<file path="src/rtl/reg_bits_pkg.sv">
package reg_bits_pkg;

    // ------------------------------------------------------------
    // Widths and reset values
    // ------------------------------------------------------------
    localparam int unsigned DATA_W      = 16;
    localparam int unsigned ADDR_W      = 3;
    localparam int unsigned STAT_W      = 4;
    localparam int unsigned PULSE_W     = 4;

    localparam logic [15:0] RST_CTRL    = 16'h0000;
    localparam logic [15:0] RST_WO      = 16'h0000;
    localparam logic [15:0] RST_W1C     = 16'h0000;
    localparam logic [15:0] RST_RDCLR   = 16'h0000;
    localparam logic [15:0] RST_SELFCLR = 16'h0000;
    localparam logic [15:0] RST_LATCH   = 16'h0000;
    localparam logic [15:0] READ_WO_VAL = 16'h0000;

    // ------------------------------------------------------------
    // Word indices on the management port
    // ------------------------------------------------------------
    localparam logic [2:0] IDX_CTRL    = 3'h0;
    localparam logic [2:0] IDX_RO      = 3'h1;
    localparam logic [2:0] IDX_RDCLR   = 3'h2;
    localparam logic [2:0] IDX_WO      = 3'h3;
    localparam logic [2:0] IDX_W1C     = 3'h4;
    localparam logic [2:0] IDX_LATCH   = 3'h5;
    localparam logic [2:0] IDX_SELFCLR = 3'h6;

    // Latch word layout: low nibble latched low, next latched high
    localparam int unsigned LOW_LSB    = 0;
    localparam int unsigned HIGH_LSB   = 4;

    // ------------------------------------------------------------
    // Carriers
    // ------------------------------------------------------------
    typedef struct packed {
        logic              rd;
        logic              wr;
        logic [2:0]        addr;
        logic [15:0]       wdata;
    } mgmt_req_t;

    typedef struct packed {
        logic              valid;
        logic [15:0]       rdata;
    } mgmt_rsp_t;

    typedef enum logic [1:0] {
        LATCH_FREE,
        LATCH_HELD
    } latch_state_t;

endpackage

</file>
<file path="src/rtl/latch_status_bit.sv">
`timescale 1ns/100ps
module latch_status_bit
#(
    parameter bit HOLD_HIGH = 1'b0
)
(
    // Clock and reset
    input  wire logic clock_in,
    input  wire logic sys_rst_in,
    // Condition and host read
    input  wire logic cond_in,
    input  wire logic read_in,
    // Status
    output logic      status_out
);
    reg_bits_pkg::latch_state_t state_q;
    reg_bits_pkg::latch_state_t state_d;
    logic                       status_q;
    logic                       status_d;
    logic                       hit;

    assign hit        = HOLD_HIGH ? cond_in : ~cond_in;
    assign status_out = status_q;

    always_comb
    begin
        state_d  = state_q;
        status_d = status_q;
        case (state_q)
            reg_bits_pkg::LATCH_FREE:
            begin
                status_d = cond_in;
                if (hit)
                begin
                    state_d = reg_bits_pkg::LATCH_HELD;
                end
            end
            reg_bits_pkg::LATCH_HELD:
            begin
                status_d = HOLD_HIGH;
                if (read_in && !hit)
                begin
                    state_d  = reg_bits_pkg::LATCH_FREE;
                    status_d = cond_in;
                end
            end
            default:
            begin
                state_d  = reg_bits_pkg::LATCH_FREE;
                status_d = cond_in;
            end
        endcase
    end

    always_ff @(posedge clock_in or posedge sys_rst_in)
    begin
        if (sys_rst_in)
        begin
            state_q  <= reg_bits_pkg::LATCH_FREE;
            status_q <= HOLD_HIGH ? 1'b0 : 1'b1;
        end
        else
        begin
            state_q  <= state_d;
            status_q <= status_d;
        end
    end
endmodule // latch_status_bit

</file>
<file path="src/rtl/reg_bit_bank.sv">
// Notes on behaviour
// - A read-only word returns its live value and ignores every write.
// - A read-clear word returns its value and is then zero; writes do nothing.
// - A write-only word takes writes and reads back READ_WO_VAL (zero).
// - A write-one-clear bit clears where a one is written, else keeps state.
// - A latched-low status bit stays low until read, even if the cause goes.
// - Reading a latched-low bit whose cause has gone releases it to follow its live condition.
// - A latched-high status bit stays high until read; a read after the cause has gone releases it.
// - A self-clearing bit set by the host clears once its action is taken.
`timescale 1ns/100ps
module reg_bit_bank
(
    // Clock and reset
    input  wire logic                     clock_in,
    input  wire logic                     sys_rst_in,
    // Management port
    input  wire reg_bits_pkg::mgmt_req_t  req_in,
    output reg_bits_pkg::mgmt_rsp_t       rsp_out,
    // Hardware side
    input  wire logic [15:0]              ro_value_in,
    input  wire logic [15:0]              event_in,
    input  wire logic [15:0]              count_event_in,
    input  wire logic [3:0]               low_cond_in,
    input  wire logic [3:0]               high_cond_in,
    input  wire logic [3:0]               action_done_in,
    output logic [15:0]                   ctrl_out,
    output logic [15:0]                   wo_out,
    output logic [3:0]                    action_out
);
    // ------------------------------------------------------------
    // Storage
    // ------------------------------------------------------------
    logic [15:0]             ctrl_q;
    logic [15:0]             ctrl_d;
    logic [15:0]             wo_q;
    logic [15:0]             wo_d;
    logic [15:0]             w1c_q;
    logic [15:0]             w1c_d;
    logic [15:0]             rdclr_q;
    logic [15:0]             rdclr_d;
    logic [3:0]              selfclr_q;
    logic [3:0]              selfclr_d;
    reg_bits_pkg::mgmt_rsp_t rsp_q;
    reg_bits_pkg::mgmt_rsp_t rsp_d;
    logic [3:0]              low_stat;
    logic [3:0]              high_stat;
    logic                    rd_latch;
    logic                    rd_clr;

    function automatic logic hit(input reg_bits_pkg::mgmt_req_t r,
                                 input logic [2:0] idx, input logic rd);
        hit = (rd ? r.rd : r.wr) && (r.addr == idx);
    endfunction

    assign rd_latch = hit(req_in, reg_bits_pkg::IDX_LATCH, 1'b1);
    assign rd_clr   = hit(req_in, reg_bits_pkg::IDX_RDCLR, 1'b1);

    // ------------------------------------------------------------
    // Latched status bits
    // ------------------------------------------------------------
    genvar g;
    generate
        for (g = 0; g < 4; g++)
        begin : g_latch
            latch_status_bit #(.HOLD_HIGH(1'b0)) u_low
            (
                .clock_in   (clock_in),
                .sys_rst_in (sys_rst_in),
                .cond_in    (low_cond_in[g]),
                .read_in    (rd_latch),
                .status_out (low_stat[g])
            );
            latch_status_bit #(.HOLD_HIGH(1'b1)) u_high
            (
                .clock_in   (clock_in),
                .sys_rst_in (sys_rst_in),
                .cond_in    (high_cond_in[g]),
                .read_in    (rd_latch),
                .status_out (high_stat[g])
            );
        end
    endgenerate

    // ------------------------------------------------------------
    // Control and write-only words
    // ------------------------------------------------------------
    always_comb
    begin
        ctrl_d = ctrl_q;
        wo_d   = wo_q;
        if (hit(req_in, reg_bits_pkg::IDX_CTRL, 1'b0))
        begin
            ctrl_d = req_in.wdata;
        end
        if (hit(req_in, reg_bits_pkg::IDX_WO, 1'b0))
        begin
            wo_d = req_in.wdata;
        end
    end

    always_ff @(posedge clock_in or posedge sys_rst_in)
    begin
        if (sys_rst_in)
        begin
            ctrl_q <= reg_bits_pkg::RST_CTRL;
            wo_q   <= reg_bits_pkg::RST_WO;
        end
        else
        begin
            ctrl_q <= ctrl_d;
            wo_q   <= wo_d;
        end
    end

    // ------------------------------------------------------------
    // Event words: write-one-clear and read-clear
    // ------------------------------------------------------------
    always_comb
    begin
        w1c_d   = w1c_q;
        rdclr_d = rdclr_q;
        if (hit(req_in, reg_bits_pkg::IDX_W1C, 1'b0))
        begin
            w1c_d = w1c_q & ~req_in.wdata;
        end
        // A new event wins over a clear in the same cycle
        w1c_d = w1c_d | event_in;
        if (rd_clr)
        begin
            rdclr_d = 16'h0000;
        end
        rdclr_d = rdclr_d | count_event_in;
    end

    always_ff @(posedge clock_in or posedge sys_rst_in)
    begin
        if (sys_rst_in)
        begin
            w1c_q   <= reg_bits_pkg::RST_W1C;
            rdclr_q <= reg_bits_pkg::RST_RDCLR;
        end
        else
        begin
            w1c_q   <= w1c_d;
            rdclr_q <= rdclr_d;
        end
    end

    // ------------------------------------------------------------
    // Self-clearing bits
    // ------------------------------------------------------------
    always_comb
    begin
        selfclr_d = selfclr_q & ~action_done_in;
        if (hit(req_in, reg_bits_pkg::IDX_SELFCLR, 1'b0))
        begin
            // A host set wins over a finished action
            selfclr_d = selfclr_d | req_in.wdata[3:0];
        end
    end

    always_ff @(posedge clock_in or posedge sys_rst_in)
    begin
        if (sys_rst_in)
        begin
            selfclr_q <= reg_bits_pkg::RST_SELFCLR[3:0];
        end
        else
        begin
            selfclr_q <= selfclr_d;
        end
    end

    // ------------------------------------------------------------
    // Read response
    // ------------------------------------------------------------
    always_comb
    begin
        rsp_d       = '0;
        rsp_d.valid = req_in.rd;
        if (req_in.rd)
        begin
            case (req_in.addr)
                reg_bits_pkg::IDX_CTRL:    rsp_d.rdata = ctrl_q;
                reg_bits_pkg::IDX_RO:      rsp_d.rdata = ro_value_in;
                reg_bits_pkg::IDX_RDCLR:   rsp_d.rdata = rdclr_q;
                reg_bits_pkg::IDX_WO:
                begin
                    rsp_d.rdata = reg_bits_pkg::READ_WO_VAL;
                end
                reg_bits_pkg::IDX_W1C:     rsp_d.rdata = w1c_q;
                reg_bits_pkg::IDX_LATCH:
                begin
                    rsp_d.rdata[reg_bits_pkg::LOW_LSB +: 4]  = low_stat;
                    rsp_d.rdata[reg_bits_pkg::HIGH_LSB +: 4] = high_stat;
                end
                reg_bits_pkg::IDX_SELFCLR: rsp_d.rdata = {12'h000, selfclr_q};
                default:                   rsp_d.rdata = 16'h0000;
            endcase
        end
    end

    always_ff @(posedge clock_in or posedge sys_rst_in)
    begin
        if (sys_rst_in)
        begin
            rsp_q <= '0;
        end
        else
        begin
            rsp_q <= rsp_d;
        end
    end

    // ------------------------------------------------------------
    // Outputs
    // ------------------------------------------------------------
    assign rsp_out    = rsp_q;
    assign ctrl_out   = ctrl_q;
    assign wo_out     = wo_q;
    assign action_out = selfclr_q;
endmodule // reg_bit_bank

</file>
<file path="config.mk">
export PLATFORM = sky130hd
export DESIGN_NAME = reg_bit_bank
export DESIGN_NICKNAME = d
export VERILOG_FILES = /design/src/rtl/reg_bits_pkg.sv /design/src/rtl/latch_status_bit.sv /design/src/rtl/reg_bit_bank.sv
export SDC_FILE = /design/constraint.sdc
export NUM_CORES = 1
export LEC_CHECK = 0
export BUFFER_PORTS_ARGS = -buffer_cell sky130_fd_sc_hd__buf_2
export CELL_PAD_IN_SITES_DETAIL_PLACEMENT = 1
export CELL_PAD_IN_SITES_GLOBAL_PLACEMENT = 2
export CORE_MARGIN = 1.5
export CORE_UTILIZATION = 32
export DETAILED_ROUTE_END_ITERATION = 12
export GPL_ROUTABILITY_DRIVEN = 0
export HOLD_SLACK_MARGIN = 0.08
export PLACE_DENSITY = 0.81
export SYNTH_ARGS = -nofsm -noshare
export SYNTH_HDL_FRONTEND = slang
export SYNTH_HIERARCHICAL = 1
export SYNTH_SLANG_ARGS = --single-unit
</file>
<file path="constraint.sdc">
create_clock -name clock_in -period 3.25 [get_ports clock_in]
set_clock_uncertainty 0.1 [all_clocks]
set_input_delay 0.4875 -clock clock_in [delete_from_list [all_inputs] [get_ports clock_in]]
set_output_delay 0.4875 -clock clock_in [all_outputs]
set_load 0.005 [all_outputs]
</file>
==> flow_summary.ini, run 1 <==
[clocking]
cts_hold_buf = 1
cts_resized = 0
cts_tree = built
post-cts-setup-buffer-count = 0
clock_path_buffers = 2
h-tree-depth = 3
ctsRootBufferMaster = clkbuf_16
insertion_delay_ps = 350
numCtsBuffers = 9
cts.clk_slew.worst_paths_ps = 60
cts_sinks = 101

[floorplanning]
start_util_pct = 32.9
core_um2 = 13300
dieHeight_um = 120
ioPinCount = 136
die-area_um2 = 14500
rows = 42
die_x_um = 120

[synthesis]
synthFlopType = dfrtp_1
synth_top_area_share_pct = 55.2
yosysTopAreaCell = dfrtp_1
yosysSeqAreaShare_pct = 57.6
synth_cell_type_count = 37
avgSynthCellArea_um2 = 12.2
yosys_warnings = 6
ys_top_cells_by_area = dfrtp_1 55%, a21o_1 6.8%, mux2_4 6.8%, mux2_2 4.9%, nand2_1 3.7%
ys_ff_latch = 101
syn_nets = 443
synthCells = 360
async_flop_share_pct = 100
yosysMostFrequentCell = dfrtp_1
synth_edf_count = 0
synth_area_um2 = 4400
synthTopCellsByCount = 97 x dfrtp_1, 43 x nand2_1, 40 x a21o_1, 21 x inv_1, 21 x o21ai_0

[worst_setup_path]
worstPathArrival_ps = 2130
cp-end-kind = flip-flop
cp_data_required_time_ps = 3380
r2r_slack_ps = 1990
crit_path_start_kind = primary input
worst-setup-path-type = primary input to flip-flop
cp_max_fo = 21

[drt]
firstDrtPassIters = 4
wl_per_cell_um = 18.9
viasPerCell = 4.85
vias = 3266
ant_nets = 0
remaining_drc_errors = 0
wl_um = 12700
drtIter0Drc = 130

[sta]
setup_viol = 0
hold_viol = 0
worst_pin_slew_ps = 716
timing.fmax_mhz = 501
setup_ws_ps = 1260
holdWs_ps = 211
post-route-min-period_ps = 1990
rsz0062_at_grt = false
slew_viol_final = 0
tns_ps = 0
relSlewSlack_pct = 52.1
fin_crit_sh_pct = 61.4

[finish]
nNetsFinal = 575
area_growth_pct = 26.1
fin_area_um2 = 5550
fin_util_pct = 41.6
drive_gt1_share_pct = 41.9

[global_routing]
grt_max_degree = 57
grt_pass1_wl_um = 19800
grt_pass1_vias = 3548
grt_usage_pct = 18.5
grt_antenna_before_repair = 3
grt-ovfl-total = 0

[place]
dp_slack_ps = 888
io_buffers = 135
hpwl_um = 9270
post_dp_cell_area_um2 = 5220

[flow_run]
cap_violations = 0

[power_and_ir_drop]
ir_drop_uv = 257
power-per-cell-area_nw_per_um2 = 553
power_leakage_uw = 0.00261

[status]
status = finished clean

[min_path]
hp-class = primary input to flip-flop
[logic make-up after synthesis]
family                 Yosys count  share of synthesized area, %
flip-flops                     101                          57.6
AND/OR/NAND/NOR                 73                          8.59
multiplexers                    54                          15.7
buffers and inverters           42                          5.06
AO/OA/AOI/OAI                   90                          13.1
[path summary, 6_finish.rpt]
check	startpoint	cells past startpoint	endpoint
max	req_in[18]	4	ctrl_out[3]
min	event_in[1]	2	w1c_q[1]
max reg2reg	ctrl_out[2]	3	rsp_out[2]
min reg2reg	rdclr_q[15]	1	rdclr_q[15]
max in group asynchronous	sys_rst_in	4	rdclr_q[4]
min in group asynchronous	sys_rst_in	3	g_latch[0].u_high/state_q[0]
[layout make-up]
| cell class | instances | area, µm² |
|---|---|---|
| clock buffers | 13 | 270 |
| repair buffers | 141 | 736 |
| flip-flops and latches | 101 | 2530 |
| well taps | 176 | 220 |
| fillers | 1516 | 7800 |
| inverters | 22 | 86.3 |
| clock inverters | 3 | 42.5 |
| diodes | 1 | 2.50 |
| multi-input cells | 217 | 1660 |
[worst max-delay path, cell delays in order]
cell    delay, ps
buf_2         240
nor2_2        480
and3_4        520
mux2_2        380
[power by group]
group	internal [µW]	switching, µW	leakage [µW]
registers	1380	79.0	0.00110
clock network	659	465	0.000152
logic	268	216	0.00136
[through the flow]
| stage | instances | power, µW |
|---|---|---|
| 5_1_grt | 673 | 3220 |
| 3_5_place_dp | 656 | 1970 |
| 6_report | 674 | 3070 |
| 3_3_place_gp | 656 | 1950 |
| 4_1_cts | 673 | 3110 |
| 2_1_floorplan | 360 | 1730 |
[cells in the final DEF, fill, tap and decap left out, drive strengths merged, types with 2 or more instances in the layout]
| master | netlist | final |
|---|---|---|
| mux2 | 39 | 39 |
| clkbuf | 4 | 13 |
| o21a | 4 | 4 |
| dfrtp | 97 | 97 |
| buf | 16 | 140 |
| a21o | 40 | 40 |
| nand4 | 2 | 2 |
| mux2i | 13 | 13 |
| nor2 | 2 | 2 |
| and3 | 10 | 10 |
| nand3 | 5 | 5 |
| nand2b | 3 | 3 |
| dfstp | 4 | 4 |
| clkinv | 0 | 2 |
| nor2b | 5 | 5 |
| o21ai | 22 | 22 |
| nand2 | 43 | 43 |
| mux4 | 2 | 2 |
| a21oi | 19 | 19 |
| inv | 22 | 21 |
[sequential cells by signal (all words and copies together) (netlist names)]
register and flops:
action_out 4, ctrl_out 16, g_latch.u_high/state_q 4, g_latch.u_high/status_out 4, g_latch.u_low/state_q 4, g_latch.u_low/status_out 4
rdclr_q 16, rsp_out 17, w1c_q 16, wo_out 16
[metal layers]
metal	global-route usage, %	wire length (µm)	up-vias
li1	-	-	1497
met1	23.6	5500	1648
met2	30.5	6230	101
met3	5.09	820	16
met4	5.81	177	4
met5	0	20	-
Power figures use the tool's default switching activity.
==> inputs of run 2 (changes only) <==
==> constraint.sdc (replaced) <==
create_clock -name clock_in -period 1.9 [get_ports clock_in]
set_clock_uncertainty 0.1 [all_clocks]
set_input_delay 0.285 -clock clock_in [delete_from_list [all_inputs] [get_ports clock_in]]
set_output_delay 0.285 -clock clock_in [all_outputs]
set_load 0.005 [all_outputs]
==> flow_summary.ini, run 2 (synthesized netlist as in run 1, its figures left out) <==
[power_and_ir_drop]
ir_drop_uv = 585
power-per-cell-area_nw_per_um2 = 877
power_leakage_uw = 0.00286

[clocking]
ctsRootBufferMaster = clkbuf_16
cts_tree = built
post-cts-setup-buffer-count = 0
numCtsBuffers = 9
cts_resized = 0
cts_sinks = 101
insertion_delay_ps = 350
cts.clk_slew.worst_paths_ps = 70
clock_path_buffers = 2
h-tree-depth = 3

[drt]
wl_um = 12800
viasPerCell = 4.75
wl_per_cell_um = 17.7
vias = 3450
ant_nets = 0
remaining_drc_errors = 0
drtIter0Drc = 128
firstDrtPassIters = 4

[worst_setup_path]
worst-setup-path-type = primary input to flip-flop
timing.rr.start = ctrl_out[0]
crit_end = wo_out[1]
cp_data_required_time_ps = 2040
crit_path_start_kind = primary input
rr_endpoint = rsp_out[0]
cp-end-kind = flip-flop
worstPathArrival_ps = 1480
r2r_slack_ps = 670
cpPeakStageDelay_ps = 410
cp_slowest_cell = mux2_4
rr_worst_depth = 3
crit_chain = buf_2 -> nor2b_4 -> nand3_4 -> mux2_4
cp-startpoint = req_in[16]
cp_max_fo = 16

[sta]
tns_ps = 0
hold_viol = 0
fin_crit_sh_pct = 70.7
relSlewSlack_pct = 75.2
slew_viol_final = 0
setup_viol = 0
timing.fmax_mhz = 744
rsz0062_at_grt = false
worst_pin_slew_ps = 372
post-route-min-period_ps = 1340

[floorplanning]
ioPinCount = 136
die-area_um2 = 14500
core_um2 = 13300
dieHeight_um = 120
rows = 42
die_x_um = 120
start_util_pct = 32.9

[global_routing]
grt_pass1_vias = 3746
grt_pass1_wl_um = 20100
grt_max_degree = 62
grt_antenna_before_repair = 1
grt_usage_pct = 18.6
grt-ovfl-total = 0

[finish]
seq_area_um2 = 2530
largest_register_ff_count = 17
final-instance-count-excl-fill = 727
area_growth_pct = 38.8
fillers = 1485
multi_input_area_um2 = 1660
drive_gt1_share_pct = 39.7
nNetsFinal = 629
final_common_cell = buf_2
diodes = 0
layout_common_cells = 135 x buf_2, 97 x dfrtp_1, 45 x dlygate4sd3_1

[flow_run]
cap_violations = 0

[place]
hpwl_um = 9110
dp_cells = 666
io_buffers = 135

[min_path]
hp-class = primary input to flip-flop

[status]
status = finished clean
[run 2: worst min path at each step]
stage                from  cells after the start                          end
2_1_floorplan  sys_rst_in                      1  g_latch[0].u_low/state_q[0]
3_3_place_gp   sys_rst_in                      2  g_latch[0].u_low/state_q[0]
3_5_place_dp   sys_rst_in                      2  g_latch[1].u_low/state_q[0]
4_1_cts        req_in[12]                      2                   wo_out[12]
5_1_grt        req_in[15]                      2                 ctrl_out[15]
6_report       req_in[12]                      2                   wo_out[12]
[run 2: metal layers]
| metal | part of all wire (%) | track usage (%) |
|---|---|---|
| met5 | 0 | 0 |
| met4 | 0.79 | 3.97 |
| met3 | 5.0 | 5.47 |
| met1 | 44 | 23.2 |
| met2 | 51 | 32.3 |
[run 2: timing repair]
action	CTS	global route
hold buffers	45	0
endpoints found under the hold margin	153	0
endpoints found under the setup margin	0	0
[run 2: worst max-delay path, delay by kind of cell]
family / cells / cell delay, ps
and+or+nand+nor: 2 / 550
muxes: 1 / 410
buffers and inverters: 1 / 220
[run 2: stage by stage]
step           total power (µW)  instance area, µm²  setup slack, ps  util, %  hold slack, ps
2_1_floorplan              2950                4400              297        -           -74.5
3_3_place_gp               3370                5340              206     40.0             163
3_5_place_dp               3400                5340              158     40.0             154
4_1_cts                    5430                6100              539     45.7            84.9
5_1_grt                    5630                6100              496     45.7            89.7
6_report                   5350                6100              556     45.7            99.6
[run 2: layout make-up]
cell class,instances,area share [%]
clock buffers,9,3.69
clock inverters,7,1.48
inverters,22,1.46
multi-input cells,217,27.2
flip-flops and latches,101,41.5
well taps,176,3.61
repair buffers,195,21.1
[run 2: where the power goes]
group,internal (µW),switching [µW],total (µW)
clock,1150,782,1930
combinational,534,387,921
sequential,2360,140,2500
total,4040,1310,5350
